$ cat config.mk
export PLATFORM = sky130hd
export DESIGN_NAME = dram_host_ctrl
export DESIGN_NICKNAME = d
export VERILOG_FILES = /design/src/dram_host_pkg.sv /design/src/dram_host_ctrl.sv
export SDC_FILE = /design/constraint.sdc
export NUM_CORES = 1
export LEC_CHECK = 0
export BUFFER_PORTS_ARGS = -buffer_cell sky130_fd_sc_hd__buf_2
export CAP_MARGIN = 40
export CORE_MARGIN = 3
export CORE_UTILIZATION = 50
export CTS_CLUSTER_SIZE = 14
export DETAILED_ROUTE_END_ITERATION = 6
export PLACE_DENSITY = 0.69
export SLEW_MARGIN = 20
export SYNTH_ARGS = -nofsm -noshare
export SYNTH_HDL_FRONTEND = slang
export SYNTH_SLANG_ARGS = --single-unit
$ cat constraint.sdc
create_clock -name clk -period 4.3 [get_ports clk]
set_input_delay 0 -clock clk [delete_from_list [all_inputs] [get_ports clk]]
set_output_delay 0 -clock clk [all_outputs]
set_load 0.01 [all_outputs]
$ cat src/dram_host_pkg.sv
package dram_host_pkg;

  localparam int CLK_PERIOD_NS  = 4;
  localparam int ROW_BITS       = 7;
  localparam int COL_BITS       = 7;
  localparam int ADDR_BITS      = ROW_BITS + COL_BITS;
  localparam int ROW_COUNT      = 128;

  // whole-array refresh period, spread evenly over all rows
  localparam int REFRESH_PERIOD_MS    = 2;
  localparam int REFRESH_INTERVAL_CYC =
    (REFRESH_PERIOD_MS * 1000000) / ROW_COUNT / CLK_PERIOD_NS;
  localparam int REF_TIMER_BITS       = 12;
  localparam int GAP_SLACK_CYC        = 128;

  // strobe timing, plain defaults
  localparam int T_ROW_TO_COL_NS = 50;
  localparam int T_COL_ACCESS_NS = 100;
  localparam int T_WRITE_PULSE_NS = 45;
  localparam int T_COL_PRECH_NS  = 40;
  localparam int T_ROW_PRECH_NS  = 100;
  localparam int T_ROW_ACTIVE_NS = 150;

  // least times round up, never below one cycle
  function automatic int ns_to_cyc(input int ns);
    int c;
    c = (ns + CLK_PERIOD_NS - 1) / CLK_PERIOD_NS;
    return (c < 1) ? 1 : c;
  endfunction : ns_to_cyc

  localparam int ROW_TO_COL_CYC  = ns_to_cyc(T_ROW_TO_COL_NS);
  localparam int COL_ACCESS_CYC  = ns_to_cyc(T_COL_ACCESS_NS);
  localparam int WRITE_PULSE_CYC = ns_to_cyc(T_WRITE_PULSE_NS);
  localparam int COL_PRECH_CYC   = ns_to_cyc(T_COL_PRECH_NS);
  localparam int ROW_PRECH_CYC   = ns_to_cyc(T_ROW_PRECH_NS);
  localparam int ROW_ACTIVE_CYC  = ns_to_cyc(T_ROW_ACTIVE_NS);
  localparam int CNT_BITS        = 6;

  localparam logic [ROW_BITS-1:0] REF_ROW_RESET = 7'h00;

  typedef enum logic [2:0] {
    ST_IDLE  = 3'h0,
    ST_ROW   = 3'h1,
    ST_COL   = 3'h3,
    ST_CEND  = 3'h2,
    ST_PAGE  = 3'h6,
    ST_PRE   = 3'h7,
    ST_REF   = 3'h5,
    ST_RMWW  = 3'h4
  } state_t;

endpackage : dram_host_pkg

$ cat src/dram_host_ctrl.sv
// Overview of operation
// - with early writes only, data in and out may share one board wire.
// - a memory is selected by the row strobe alone or by both strobes.
// - all 128 rows (low 7 address bits) are refreshed at least every 2 ms.
// - a row-strobe-only cycle refreshes its row and may cover all rows.
`timescale 1ns/1ps
module dram_host_ctrl (
  input  wire logic                               clk,           // 250 MHz
  input  wire logic                               sys_rst,       // async, high
  input  wire logic                               ce,            // freeze when low
  input  wire logic                               reqValid,      // access request
  input  wire logic                               reqWrite,      // 1 = write
  input  wire logic                               reqRmw,        // read then write
  input  wire logic [dram_host_pkg::ADDR_BITS-1:0] reqAddr,      // col:row
  input  wire logic                               reqData,       // write bit
  output logic                                    reqReady,      // may accept
  output logic                                    rspValid,      // read bit pulse
  output logic                                    rspData,       // read bit
  output logic                                    rowStrobe_n,   // row strobe
  output logic                                    colStrobe_n,   // column strobe
  output logic                                    writeStrobe_n, // write strobe
  output logic [dram_host_pkg::ROW_BITS-1:0]      memAddr,       // muxed address
  output logic                                    memDin,        // data to memory
  input  wire logic                               memDout        // data from memory
);

  dram_host_pkg::state_t state_reg, stateNext;

  logic [dram_host_pkg::CNT_BITS-1:0]       cnt_reg;
  logic [dram_host_pkg::REF_TIMER_BITS-1:0] refTimer_reg;
  logic [dram_host_pkg::ROW_BITS-1:0]       refRow_reg;
  logic [dram_host_pkg::ADDR_BITS-1:0]      curAddr_reg;
  logic                                     curWrite_reg;
  logic                                     curRmw_reg;
  logic                                     curData_reg;
  logic                                     refPending_reg;
  logic                                     pend_reg;

  function automatic logic [dram_host_pkg::CNT_BITS-1:0] durOf(
    input dram_host_pkg::state_t s);
    int d;
    case (s)
      dram_host_pkg::ST_ROW:  d = dram_host_pkg::ROW_TO_COL_CYC;
      dram_host_pkg::ST_COL:  d = dram_host_pkg::COL_ACCESS_CYC;
      dram_host_pkg::ST_RMWW: d = dram_host_pkg::WRITE_PULSE_CYC;
      dram_host_pkg::ST_CEND: d = dram_host_pkg::COL_PRECH_CYC;
      dram_host_pkg::ST_PRE:  d = dram_host_pkg::ROW_PRECH_CYC;
      dram_host_pkg::ST_REF:  d = dram_host_pkg::ROW_ACTIVE_CYC;
      default:                d = 1;
    endcase
    return dram_host_pkg::CNT_BITS'(d - 1);
  endfunction : durOf

  wire cntZero  = (cnt_reg == '0);
  wire accept   = reqValid & reqReady;
  wire readOp   = ~curWrite_reg | curRmw_reg;
  wire pageHit  = (reqAddr[dram_host_pkg::ROW_BITS-1:0] ==
                   curAddr_reg[dram_host_pkg::ROW_BITS-1:0]);
  // a request being taken drives the pins at the very edge that stores
  // it, so its own fields must be used in that cycle, not the old ones
  wire [dram_host_pkg::ADDR_BITS-1:0] opAddr =
    accept ? reqAddr : curAddr_reg;
  wire opWrite  = accept ? (reqWrite | reqRmw) : curWrite_reg;
  wire opRmw    = accept ? reqRmw : curRmw_reg;
  wire opData   = accept ? reqData : curData_reg;
  wire [dram_host_pkg::ROW_BITS-1:0] curRow =
    opAddr[dram_host_pkg::ROW_BITS-1:0];
  wire [dram_host_pkg::COL_BITS-1:0] curCol =
    opAddr[dram_host_pkg::ADDR_BITS-1:dram_host_pkg::ROW_BITS];
  wire refTick  = (refTimer_reg == dram_host_pkg::REF_TIMER_BITS'(
                   dram_host_pkg::REFRESH_INTERVAL_CYC - 1));
  wire refStart = (state_reg != dram_host_pkg::ST_REF) &&
                  (stateNext == dram_host_pkg::ST_REF);
  wire refDone  = (state_reg == dram_host_pkg::ST_REF) && cntZero;
  // a taken miss must survive the whole precharge, or it would be lost
  wire preDone  = (state_reg == dram_host_pkg::ST_PRE) && cntZero;
  wire pendNext = accept ? ((state_reg == dram_host_pkg::ST_PAGE) & ~pageHit)
                         : (pend_reg & ~preDone);
  // a tick in the same cycle as a refresh start stays pending
  wire refPendingNext = refTick | (refPending_reg & ~refStart);

  always_comb begin
    stateNext = state_reg;
    case (state_reg)
      dram_host_pkg::ST_IDLE: begin
        if (accept) begin
          stateNext = dram_host_pkg::ST_ROW;
        end else if (refPending_reg) begin
          stateNext = dram_host_pkg::ST_REF;
        end
      end
      dram_host_pkg::ST_ROW: begin
        if (cntZero) stateNext = dram_host_pkg::ST_COL;
      end
      dram_host_pkg::ST_COL: begin
        if (cntZero) begin
          stateNext = curRmw_reg ? dram_host_pkg::ST_RMWW
                                 : dram_host_pkg::ST_CEND;
        end
      end
      dram_host_pkg::ST_RMWW: begin
        if (cntZero) stateNext = dram_host_pkg::ST_CEND;
      end
      dram_host_pkg::ST_CEND: begin
        if (cntZero) stateNext = dram_host_pkg::ST_PAGE;
      end
      dram_host_pkg::ST_PAGE: begin
        // row stays open: a hit reuses it with a column cycle only
        if (accept) begin
          stateNext = pageHit ? dram_host_pkg::ST_COL
                              : dram_host_pkg::ST_PRE;
        end else if (refPending_reg) begin
          stateNext = dram_host_pkg::ST_PRE;
        end
      end
      dram_host_pkg::ST_PRE: begin
        if (cntZero) begin
          stateNext = pend_reg ? dram_host_pkg::ST_ROW
                               : dram_host_pkg::ST_IDLE;
        end
      end
      dram_host_pkg::ST_REF: begin
        if (cntZero) stateNext = dram_host_pkg::ST_PRE;
      end
      default: stateNext = dram_host_pkg::ST_IDLE;
    endcase
  end

  wire readyNext = ((stateNext == dram_host_pkg::ST_IDLE) ||
                    (stateNext == dram_host_pkg::ST_PAGE)) &&
                   ~refPendingNext && ~pendNext;
  // row strobe alone selects in refresh; column needs an open row
  wire rowNext   = ~((stateNext == dram_host_pkg::ST_IDLE) ||
                     (stateNext == dram_host_pkg::ST_PRE));
  wire colNext   = (stateNext == dram_host_pkg::ST_COL) ||
                   (stateNext == dram_host_pkg::ST_RMWW);
  // plain writes drop the write strobe at the same edge as the column strobe, so
  // the memory output never turns on and a shared data wire is safe
  wire wrNext    = ((stateNext == dram_host_pkg::ST_COL) &&
                    opWrite && ~opRmw) ||
                   (stateNext == dram_host_pkg::ST_RMWW);
  wire [dram_host_pkg::ROW_BITS-1:0] addrNext =
    (stateNext == dram_host_pkg::ST_REF) ? refRow_reg :
    (stateNext == dram_host_pkg::ST_ROW) ? curRow :
    colNext ? curCol : memAddr;
  // sample on the last access cycle, while the column strobe still
  // holds the output; nothing is kept past the strobe
  wire rspNext = (state_reg == dram_host_pkg::ST_COL) && cntZero &&
                 readOp;

  always_ff @(posedge clk or posedge sys_rst) begin
    if (sys_rst) begin
      state_reg <= dram_host_pkg::ST_IDLE;
      cnt_reg   <= '0;
      pend_reg  <= 1'b0;
    end else if (ce) begin
      state_reg <= stateNext;
      cnt_reg   <= (stateNext != state_reg) ? durOf(stateNext) :
                   cntZero ? cnt_reg : cnt_reg - 1'b1;
      pend_reg  <= pendNext;
    end
  end

  always_ff @(posedge clk or posedge sys_rst) begin
    if (sys_rst) begin
      refTimer_reg   <= '0;
      refPending_reg <= 1'b0;
      refRow_reg     <= dram_host_pkg::REF_ROW_RESET;
    end else if (ce) begin
      refTimer_reg   <= refTick ? '0 : refTimer_reg + 1'b1;
      refPending_reg <= refPendingNext;
      if (refDone) refRow_reg <= refRow_reg + 1'b1;
    end
  end

  always_ff @(posedge clk or posedge sys_rst) begin
    if (sys_rst) begin
      curAddr_reg  <= '0;
      curWrite_reg <= 1'b0;
      curRmw_reg   <= 1'b0;
      curData_reg  <= 1'b0;
    end else if (ce && accept) begin
      curAddr_reg  <= reqAddr;
      curWrite_reg <= reqWrite | reqRmw;
      curRmw_reg   <= reqRmw;
      curData_reg  <= reqData;
    end
  end

  always_ff @(posedge clk or posedge sys_rst) begin
    if (sys_rst) begin
      reqReady      <= 1'b0;
      rspValid      <= 1'b0;
      rspData       <= 1'b0;
      rowStrobe_n   <= 1'b1;
      colStrobe_n   <= 1'b1;
      writeStrobe_n <= 1'b1;
      memAddr       <= '0;
      memDin        <= 1'b0;
    end else if (ce) begin
      reqReady      <= readyNext;
      rspValid      <= rspNext;
      if (rspNext) rspData <= memDout;
      rowStrobe_n   <= ~rowNext;
      colStrobe_n   <= ~colNext;
      writeStrobe_n <= ~wrNext;
      memAddr       <= addrNext;
      memDin        <= opData;
    end
  end

  // cycles since the last refresh started, for checking only
  logic [12:0] gapCnt;
  always_ff @(posedge clk or posedge sys_rst) begin
    if (sys_rst) begin
      gapCnt <= '0;
    end else if (ce) begin
      gapCnt <= refStart ? '0 : (&gapCnt ? gapCnt : gapCnt + 1'b1);
    end
  end
endmodule : dram_host_ctrl

* Word level (Yosys, flattened, before mapping) *
Index checks and enable logic that the tools add are counted.

storage, ports and cells
  bits in registers = 61
  output and inout bits = 14
  logic and storage cells = 107
  input bits = 22

operators by class
  equality and inequality tests = 19
  bitwise logic cells = 16
  add/subtract/negate cells = 4
  reduce and logical (&&, ||, !) cells = 23
  mux-type cells = 27

operator list
  cell                                               count
  2-to-1 mux 3 bit                                   12
  case mux 6 bit (5 select lines)                    1
  == test 3 bit (second input constant)              8
  case mux 3 bit (8 select lines)                    1
  2-to-1 mux 7 bit                                   3
  2-to-1 mux 6 bit                                   3
  2-to-1 mux 14 bit                                  1
  adder 12 x 1 -> 12 bit (second input constant)     1
  == test 12 bit (second input constant)             1
  == test 3 x 2 -> 1 bit (second input constant)     4
  2-to-1 mux 12 bit                                  1
  logical AND 1 bit                                  10
  inverter 1 bit                                     9
  AND reduction 2 bit                                4
  adder 7 x 1 -> 7 bit (second input constant)       1
  == test 7 bit                                      1
  == test 3 x 1 -> 1 bit (second input constant)     2
  logical NOT 3 bit                                  2
  logical NOT 6 bit                                  1
  subtractor 6 x 1 -> 6 bit (second input constant)  1
  subtractor 6 x 2 -> 6 bit (second input constant)  1
  2-to-1 mux 1 bit                                   5
  AND 1 bit                                          4
  logical OR 1 bit                                   4
  6 further kinds                                    8

* Logic depth before layout (Yosys ltp) *
Gate-level depths: netlist of run 1.

  word-level depth = 12
  gate-level depth with buffers = 12
  gate-level depth less buffers = 11

* Least setup slack after synthesis of run 1 *
Ideal clock, no wire load.

  path type = register to register
  from = register cnt_reg[0] in the netlist's numbering
  to = register cnt_reg[1] in the netlist's numbering
  buffers on the path = 1
  arrival time = 2.905 ns
  required time = 4.213 ns
  stages on the path, launching flop included = 12
  period minus slack after synthesis = 2.992 ns
  path slack = 1.308 ns
  library setup time = 0.087 ns
  path through = dfrtp_1 inv_1 ha_1 or4b_4 o31a_1 a211o_1 buf_6 nor3_4 a22oi_1 ha_1 a22o_1 a22oi_1

on the way
  word-level cells in the longest chain between the ends = 9
  elaborated cells between the ends (all ways) = 24
  those cells by class = add/sub (2); eq/ne (8); mux (11); reduce/logical (3)

RTL lines
  element                                                         line                   text
  start: declaration                                              dram_host_ctrl.sv:29   logic [dram_host_pkg::CNT_BITS-1:0] cnt_reg;
  start signal: assignment                                        dram_host_ctrl.sv:158  cnt_reg <= (stateNext != state_reg) ? durOf(stateNext) :
  logical NOT 6 bit                                               dram_host_ctrl.sv:54   wire cntZero = (cnt_reg == '0);
  2-to-1 mux 3 bit (tied with other cells)                        dram_host_ctrl.sv:123  if (cntZero) stateNext = dram_host_pkg::ST_PRE;
  case mux 3 bit (8 select lines)                                 dram_host_ctrl.sv:84   case (state_reg)
  == test 3 bit / == test 3 x 2 -> 1 bit (equally long branches)  dram_host_ctrl.sv:42   case (s)
  OR reduction 2 bit (no line)                                    -
  case mux 6 bit (5 select lines)                                 dram_host_ctrl.sv:42
  2-to-1 mux 6 bit                                                dram_host_ctrl.sv:156  end else if (ce) begin
  subtractor 6 x 2 -> 6 bit                                       dram_host_ctrl.sv:51   return dram_host_pkg::CNT_BITS'(d - 1);
  2-to-1 mux 6 bit                                                dram_host_ctrl.sv:158

Parallel ways exist; a longest one is shown, timed or not. The select of a mux whose other input is x is not followed.
A chain may end at the register's enable or synchronous reset.

* Worst setup path in the final report of run 1 *
Ends and elaborated chain as after synthesis.

==> summary.md, run 1 <==
Summed over all layers, the routed wires come to 7850 um. The share of the clock period used by the worst path after layout is 0.777, and the total number of yosys warnings is 0. The initial standard-cell utilization of the core was 0.533. For the post-route core utilization, the log shows 0.626.

Horizontal extent of the die: 89.4 um. The number of nets in the synthesized netlist is 397. Setup repair after global routing left no endpoint under its margin. For this run, the detailed router's first-pass iteration total came to 4. After detailed routing, the number of remaining DRC violations is 0. The number of nets with antenna violations after routing was 0. For the initial antenna violation count, the log shows 0. The tools report the hold-fix buffer count after cts as 19. Setup violations remaining at the end of the flow were counted as 0.

The share of synthesized area occupied by flip-flops and latches is 0.440, and the clock transition at the registers of the reported paths is 0.06 ns. The final setup skew is 0.00701 ns. Number of vias in the routed layout: 2921.

Counting every sink on the clock net gives 61. The analysis attributes to cell leakage a power of 1.81 nW. Across the run, the number of max-cap violations was 0.

After clock tree synthesis, the repair step resized 0 gates. In this run the tool buffered the top-level ports with 35 buffer cells. The number of antenna diodes in the final layout is 0.

For this run the aggregate overflow at the end of global routing stands at 0. CTS built an H-tree with a depth of 3. The number of clock buffers added by TritonCTS is 9. The total negative slack for setup checks was 0 ns.

The tools report the highest attainable clock frequency as 299 MHz. The first routing iteration left 190 violations. The total area inside the core boundary comes to 6530 um^2. The flip-flop count of the largest register, all copies and words added is 14. Summing all placed instances gives a cell area of 3690 um^2. After technology mapping, the gate count stands at 370.

Signal arrival time at the worst endpoint: 3.59 ns. The number of global-route vias before repair was 2817; the wire length per cell after detailed routing was 15.6 um. STA classifies the critical path endpoint as a flip-flop. Once detailed placement completed, the half-perimeter wirelength came to 5490 um. In this run the worst hold path is classified as in -> async. The first global-routing pass estimated 13200 um of wire. From synthesis to final layout, the design area changed by 17.6%. Total number of nets in the final design: 448. The number of post-CTS setup repair buffers was 0. The area of the mapped netlist is 3480 um^2, and the detailed-route vias per instance is 5.82.

The run gives 1530 um^2 as the total area of sequential cells. The congestion estimate from routability-driven global placement came to 0.855. For the post-route cell area, the log shows 4090 um^2. For the post-route worst hold slack, the log shows 0.149 ns. The maximum number of pins on one net before global-route repair is 62.

Across the VDD grid, the largest voltage drop is 0.312 mV. Row generation in the floorplan step produced 29 rows. Walking the worst path, the cells encountered are inv_1 -> ha_1 -> nor4b_1 -> nand2_1 -> o22ai_1 -> nand2_1 -> o221a_2 -> inv_1 -> ha_1 -> a22o_1 -> a22oi_1.

The worst setup path is of the reg -> reg kind. After synthesis, the netlist uses 59 different library cells. The tools report the number of fill cells in the layout as 560.

TritonCTS built the clock tree. The number of max-slew violations in the final report came out at 0. At the later pin of the worst-skew pair, clock insertion delay measures 0.33 ns.

The hold violation count in the final report was 0; the transition at the pin with the smallest max-transition slack was 0.809 ns. During I/O placement, the number of pins put on the boundary was 36. Power spread over the standard cell area amounts to 625 nW/um^2. The highest net fanout along the worst path was 8. The top flip-flop cell by instance count after synthesis is sky130_fd_sc_hd__dfrtp_1. The height of the chip was 89.4 um. CTS placed an instance of sky130_fd_sc_hd__clkbuf_8 at the clock tree root.

For the relative max-transition margin, the log shows 0.460. In this design, the stage delay of the slowest critical-path cell is 0.56 ns. The slowest library cell on the worst path is sky130_fd_sc_hd__nor4b_1. The layout cell share with drive strength beyond 1 is 0.198. For the worst setup path, the data required time is 4.55 ns. Dividing the synthesized area by the synthesized cell count gives 9.40 um^2.

For the maximum clock path buffer count, the log shows 2. The worst setup path is launched from a flip-flop. The floorplan step defined a die boundary enclosing 7990 um^2.

For the overall track demand over capacity in global routing, the log shows 0.213. The worst path in the final design needs a cycle of 3.34 ns, including I/O delays and setup. The run finished with clean final reports.

The share of synthesized flip-flops with an asynchronous set or reset works out to 1.00. After synthesis the netlist holds a flip-flop and latch count of 61. In this run, synthesis inferred 0 flip-flops with an integrated enable.

The multi-input gate area in the final layout was 1840 um^2.
layout make-up:
| type | count | share of cell area |
|---|---|---|
| Clock buffer | 14 | 0.0422 |
| Clock inverter | 1 | 0.00122 |
| Inverter | 10 | 0.00918 |
| Multi-Input combinational cell | 282 | 0.450 |
| Sequential cell | 61 | 0.374 |
| Tap cell | 77 | 0.0236 |
| Timing Repair Buffer | 57 | 0.0998 |
cells in the mapped netlist, types with 4 or more instances:
master                      n  share of area
sky130_fd_sc_hd__nand3_1    5         0.0072
sky130_fd_sc_hd__dfrtp_1   58           0.42
sky130_fd_sc_hd__o21ai_0   16          0.023
sky130_fd_sc_hd__mux2_2    21          0.068
sky130_fd_sc_hd__buf_1      5         0.0054
sky130_fd_sc_hd__nand4_1    8          0.014
sky130_fd_sc_hd__nand2b_1   4         0.0072
sky130_fd_sc_hd__clkbuf_1  11          0.012
sky130_fd_sc_hd__nor3_1    16          0.023
sky130_fd_sc_hd__a22oi_1    4         0.0086
sky130_fd_sc_hd__ha_1       5          0.018
sky130_fd_sc_hd__nor2_1    46          0.050
sky130_fd_sc_hd__a21oi_1   13          0.019
sky130_fd_sc_hd__a31oi_1   10          0.018
sky130_fd_sc_hd__nor4_1     5         0.0090
sky130_fd_sc_hd__a32o_1     7          0.020
sky130_fd_sc_hd__nor2b_1    5         0.0090
sky130_fd_sc_hd__inv_1     10          0.011
sky130_fd_sc_hd__xnor2_1   11          0.028
sky130_fd_sc_hd__xor2_1    13          0.033
sky130_fd_sc_hd__nand2_1   41          0.044
cells in the final DEF (no fill, tap or decap), types with 2 or more instances in the layout:
| master | Yosys | final |
|---|---|---|
| sky130_fd_sc_hd__nand2b_1 | 4 | 4 |
| sky130_fd_sc_hd__nand4_1 | 8 | 8 |
| sky130_fd_sc_hd__dfrtp_1 | 58 | 58 |
| sky130_fd_sc_hd__and3_1 | 2 | 2 |
| sky130_fd_sc_hd__nand2_1 | 41 | 41 |
| sky130_fd_sc_hd__and2_1 | 3 | 3 |
| sky130_fd_sc_hd__ha_1 | 5 | 5 |
| sky130_fd_sc_hd__a21o_1 | 2 | 2 |
| sky130_fd_sc_hd__xor2_1 | 13 | 13 |
| sky130_fd_sc_hd__a22o_1 | 2 | 2 |
| sky130_fd_sc_hd__and4_1 | 3 | 3 |
| sky130_fd_sc_hd__o21ai_0 | 16 | 16 |
| sky130_fd_sc_hd__a22oi_1 | 4 | 4 |
| sky130_fd_sc_hd__o211ai_1 | 2 | 2 |
| sky130_fd_sc_hd__nand3_1 | 5 | 5 |
| sky130_fd_sc_hd__buf_2 | 0 | 35 |
| sky130_fd_sc_hd__nor3b_1 | 2 | 2 |
| sky130_fd_sc_hd__a31oi_1 | 10 | 10 |
| sky130_fd_sc_hd__o31a_1 | 2 | 2 |
| sky130_fd_sc_hd__o221ai_1 | 2 | 2 |
| sky130_fd_sc_hd__dlygate4sd3_1 | 0 | 19 |
| sky130_fd_sc_hd__a211o_1 | 2 | 2 |
| sky130_fd_sc_hd__nor4_1 | 5 | 5 |
| sky130_fd_sc_hd__inv_1 | 10 | 9 |
| sky130_fd_sc_hd__a21oi_1 | 13 | 13 |
| sky130_fd_sc_hd__a32o_1 | 7 | 7 |
| sky130_fd_sc_hd__clkbuf_8 | 0 | 12 |
| sky130_fd_sc_hd__nor3_1 | 16 | 16 |
| sky130_fd_sc_hd__nor2_1 | 46 | 46 |
| sky130_fd_sc_hd__or3_1 | 2 | 2 |
| sky130_fd_sc_hd__clkbuf_1 | 11 | 2 |
| sky130_fd_sc_hd__o22ai_1 | 3 | 3 |
| sky130_fd_sc_hd__buf_4 | 0 | 2 |
| sky130_fd_sc_hd__a32oi_1 | 2 | 2 |
| sky130_fd_sc_hd__nor2b_1 | 5 | 5 |
| sky130_fd_sc_hd__xnor2_1 | 11 | 11 |
| sky130_fd_sc_hd__mux2_2 | 21 | 21 |
| sky130_fd_sc_hd__dfstp_2 | 3 | 3 |
through the flow:
stage	instances	setup WS, ns	power (mW)
global placement	467	1.07	2.05
detailed placement	467	1.00	2.07
global route	502	0.633	2.75
floorplan	370	1.31	1.80
CTS	501	0.987	2.56
finish	502	0.961	2.56
power breakdown:
| part | switching [mW] | internal, mW | leakage, nW |
|---|---|---|---|
| clock network | 0.210 | 0.253 | 0.0926 |
| logic | 0.613 | 0.504 | 0.947 |
| registers | 0.197 | 0.779 | 0.769 |
| total | 1.02 | 1.54 | 1.81 |
critical path: cells and delay by family, from the launching register on:
kind                     cells  cell delay, ns
adder cells (fa/ha/maj)      2            0.41
flip-flops                   1            0.41
AO/OA/AOI/OAI                4            1.24
AND/OR/NAND/NOR              3            1.06
buffers and inverters        2            0.13
layer usage:
metal	up-vias	global-route usage	part of all wire
met1	1405	0.294	0.47
met3	9	0.0516	0.039
met5	-	0	0
met4	0	0.0568	0.012
met2	62	0.336	0.48
li1	1445	-	-
cell families (layout without fill, tap and decap cells):
family / Yosys count / in the layout / share of synthesized area
buffers and inverters: 27 / 82 / 0.0313
XOR/XNOR: 24 / 24 / 0.0604
AND/OR/NAND/NOR: 150 / 150 / 0.214
multiplexers: 22 / 22 / 0.0709
adder cells (fa/ha/maj): 5 / 5 / 0.0180
AO/OA/AOI/OAI: 81 / 81 / 0.166
flip-flops: 61 / 61 / 0.440
worst paths after layout:
check	slack, ns	to	cells after the start	from
min in group clk	0.24	refTimer_reg[2]	3	ce
max	0.96	cnt_reg[1]	11	cnt_reg[0]
min reg2reg	0.47	refRow_reg[6]	1	refRow_reg[6]
max in group asynchronous	3.63	writeStrobe_n	5	sys_rst
min	0.15	refRow_reg[3]	4	sys_rst
max reg2reg	0.96	cnt_reg[1]	11	cnt_reg[0]
Note: power is estimated with default switching activity, not from simulation.
==> run 2, diff against run 1 <==
--- a/config.mk
+++ b/config.mk
@@ -5,6 +5,7 @@
 export SDC_FILE = /design/constraint.sdc
 export NUM_CORES = 1
 export LEC_CHECK = 0
+export ABC_AREA = 1
 export BUFFER_PORTS_ARGS = -buffer_cell sky130_fd_sc_hd__buf_2
 export CAP_MARGIN = 40
 export CORE_MARGIN = 3
==> constraint.sdc (replaced) <==
create_clock -name clk -period 3.3 [get_ports clk]
set_input_delay 0 -clock clk [delete_from_list [all_inputs] [get_ports clk]]
set_output_delay 0 -clock clk [all_outputs]
set_load 0.01 [all_outputs]
==> summary.md, run 2 <==
TritonCTS built the clock tree. Leaving out fill and tap cells, the most frequent cell in the layout is sky130_fd_sc_hd__nand2_1. In the final layout, flip-flops and latches occupy 1530 um^2. Sorting the synthesized cells by how often they occur yields sky130_fd_sc_hd__nand2_1 (149), sky130_fd_sc_hd__dfrtp_1 (58), sky130_fd_sc_hd__inv_1 (51).

The synthesized design contains 61 register bits. For the total number of nets in the final design, the log shows 578. The H-tree was split into 3 levels. The total power density per cell area is 958 nW/um^2, and the number of nets with antenna violations after routing is 0.

The area growth from synthesis to layout is 18.2%. The share of power burned in the clock network is 0.170. Share of synthesized area occupied by flip-flops and latches: 0.414.

Counting every net in the synthesized netlist gives 522. Post-CTS repair changed the size of 0 cells. The tools report the aggregate global routing overflow as 0.

The floorplan step defined a core boundary enclosing 6980 um^2. The worst hold path passes through 3 cells. The wire length per cell after detailed routing came out at 13.2 um.

The highest net fanout along the worst path works out to 15. For the reg-to-reg setup timing slack, the log shows 0.69 ns. Worst hold path class: in -> reg. Counting I/O delays and the setup requirement, the final critical path takes 2.61 ns.

The max capacitance violation total is 0. Critical path start-end classification: reg -> reg. Setup repair after global routing left no endpoint under its margin. For the initial antenna violation count, the log shows 0. The final setup skew was 0.00775 ns; the height of the chip was 91.9 um. The tools report the element type at the critical path end as a flip-flop. In this run the count of I/O pins placed on the die edge is 36. Number of global-route vias before repair: 3168.

Adding up every negative setup slack in the final design gives 0 ns. Data on the critical path is required at its endpoint by 3.54 ns. Layout cell share with drive strength beyond 1: 0.178.

The run gives 2 as the maximum clock path buffer count. The total leakage power came out at 2.28 nW. The antenna cell count was 0; the signal arrival time at the worst endpoint was 2.85 ns. Entering global routing, the biggest net connects 27 pins. The tools report the final estimated routing congestion in global placement as 0.889.

The detailed-route vias per instance is 5.09, and the count of cells along the worst register-to-register path is 16. The initial standard-cell utilization of the core was 0.529. For the worst-skew pair, the clock arrives at the later sink with an insertion delay of 0.34 ns. The multi-input gate area in the final layout is 1860 um^2.

The share of the clock period used by the worst path after layout was 0.791. The tree is rooted in a sky130_fd_sc_hd__clkbuf_8. Share of synthesized flip-flops with an asynchronous set or reset: 1.00. The tools report the overall track demand over capacity in global routing as 0.217. The library cells used most frequently in the layout, excluding fill and tap cells, are sky130_fd_sc_hd__nand2_1 (149), sky130_fd_sc_hd__dfrtp_1 (58), sky130_fd_sc_hd__inv_1 (50), sky130_fd_sc_hd__o21ai_0 (49), sky130_fd_sc_hd__nor2_1 (39).

The logs give 19 for the hold-fix buffer count after cts and 0.588 for the relative max-transition margin. The run finished with clean final reports. The startpoint identified for the worst hold timing path is ce. The floorplan step set the die width to 91.9 um. The logs give 2.21 mW for the internal power contribution and 1.97 mW for the switching power summed over all nets. The floorplan step defined a die boundary enclosing 8450 um^2.

The hold violation count in the final report is 0, and the number of enable-type register cells in the synthesized netlist is 0. Across all layers, the routed design uses 3311 vias. The synthesized instance count is 495, and the count of routing violations after the opening detailed-route iteration is 171. For the total number of yosys warnings, the log shows 0. After synthesis the cells add up to 3690 um^2.

The flip-flop count of the largest register, all copies and words added is 14, and the number of remaining DRC errors is 0. The sequential share of power came out at 0.307. The startpoint identified for the worst register-to-register timing path is cnt_reg[0].

The tools report the number of setup violations in the final report as 0. After clock tree synthesis, the clock-pin slew on the worst setup and hold paths is 0.07 ns. The count of buffers added on input and output ports is 35. The estimated wirelength of the detail-placed design was 6130 um; the number of max-slew violations in the final report was 0.

For this run, the leading register cell type out of synthesis is sky130_fd_sc_hd__dfrtp_1. The tools report the power share of the combinational group as 0.523. The synthesized design spends more area on one cell type than any other, namely sky130_fd_sc_hd__dfrtp_1. The most common cell in the synthesized netlist is sky130_fd_sc_hd__nand2_1. Counting every sink on the clock net gives 61. The share of the synthesized area in the top cell type came out at 0.393.

STA classifies the critical path startpoint as a flip-flop. The highest attainable clock frequency is 383 MHz. The number of fill cells in the layout is 647, and the switching share of power is 0.471. In the post-synthesis netlist, the biggest area contributors are sky130_fd_sc_hd__dfrtp_1 (39%), sky130_fd_sc_hd__nand2_1 (15%), sky130_fd_sc_hd__o21ai_0 (6.6%).

Wires add up to 8610 um. Total power for the finished layout comes to 4.18 mW. The most critical setup path has its startpoint at cnt_reg[0]. The first detailed-routing pass ran for 5 iterations. The mean area per synthesized cell was 7.46 um^2. The row count is 30.

Clock tree synthesis inserted a total of 9 buffers. The netlist uses 38 different library cells. IR analysis of the VDD net gives a maximum drop of 0.417 mV.

The number of post-CTS setup repair buffers was 0. At the pin with the least slew margin, the transition time is 0.616 ns. The wire length of the first global-routing pass was 14700 um.
[run 2: routing by layer]
metal / vias up / GRT usage / wire [um]
met2: 81 / 0.355 / 4080
met5: - / 0 / 0
met1: 1524 / 0.292 / 3970
met4: 0 / 0.0829 / 151
li1: 1693 / - / -
met3: 13 / 0.0320 / 410
[run 2: cell families after synthesis]
| logic type | count (synthesis) | synth area share |
|---|---|---|
| AO/OA/AOI/OAI | 70 | 0.105 |
| XOR/XNOR | 20 | 0.0474 |
| adder cells (fa/ha/maj) | 5 | 0.0169 |
| buffers and inverters | 75 | 0.0810 |
| flip-flops | 61 | 0.414 |
| multiplexers | 1 | 0.00305 |
| AND/OR/NAND/NOR | 263 | 0.332 |
[run 2: stage by stage]
step                area (um^2)  hold WS [ns]  setup WS, ns   util  cells
finish                     4370        0.0887         0.689  0.625    651
global route               4370         0.128         0.427  0.625    651
CTS                        4370        0.0790         0.702  0.625    651
detailed placement         3970        0.0524         0.739  0.568    617
global placement           3950         0.230         0.830  0.565    616
floorplan                  3690         0.117          1.05      -    495
[run 2: power groups by stage]
stage	logic [mW]	clock network [mW]	registers (mW)
global route	2.48	0.747	1.32
floorplan	1.73	0	1.23
detailed placement	2.15	0	1.29
global placement	2.12	0	1.28
CTS	2.18	0.715	1.28
finish	2.19	0.709	1.28
[run 2: worst paths after layout]
| check | end |
|---|---|
| min in group asynchronous | state_reg[1] |
| worst min-delay path | rowStrobe_n |
| worst max-delay path | cnt_reg[2] |
| worst min register to register | refRow_reg[6] |
| worst max register to register | cnt_reg[2] |
| max in group asynchronous | curAddr_reg[7] |
[run 2: final cells by class]
class	count	area share
repair buffers	58	0.0934
inverters	62	0.0539
flip-flops and latches	61	0.351
multi-input cells	359	0.427
clock inverters	3	0.0100
clock buffers	12	0.0378
well taps	96	0.0275
[run 2: critical path, cell delays in order, from the launching register on]
cell	delay, ns
sky130_fd_sc_hd__dfrtp_1	0.39
sky130_fd_sc_hd__inv_1	0.10
sky130_fd_sc_hd__ha_1	0.31
sky130_fd_sc_hd__nand3_2	0.18
sky130_fd_sc_hd__a21oi_2	0.16
sky130_fd_sc_hd__nand2_1	0.09
sky130_fd_sc_hd__nor2_2	0.15
sky130_fd_sc_hd__nand3_4	0.24
sky130_fd_sc_hd__nand2_2	0.20
sky130_fd_sc_hd__nand3_1	0.11
sky130_fd_sc_hd__inv_1	0.07
sky130_fd_sc_hd__ha_1	0.18
sky130_fd_sc_hd__inv_1	0.05
sky130_fd_sc_hd__nand3_1	0.07
sky130_fd_sc_hd__nand3_1	0.09
sky130_fd_sc_hd__nand2_1	0.08
sky130_fd_sc_hd__nand2_1	0.05
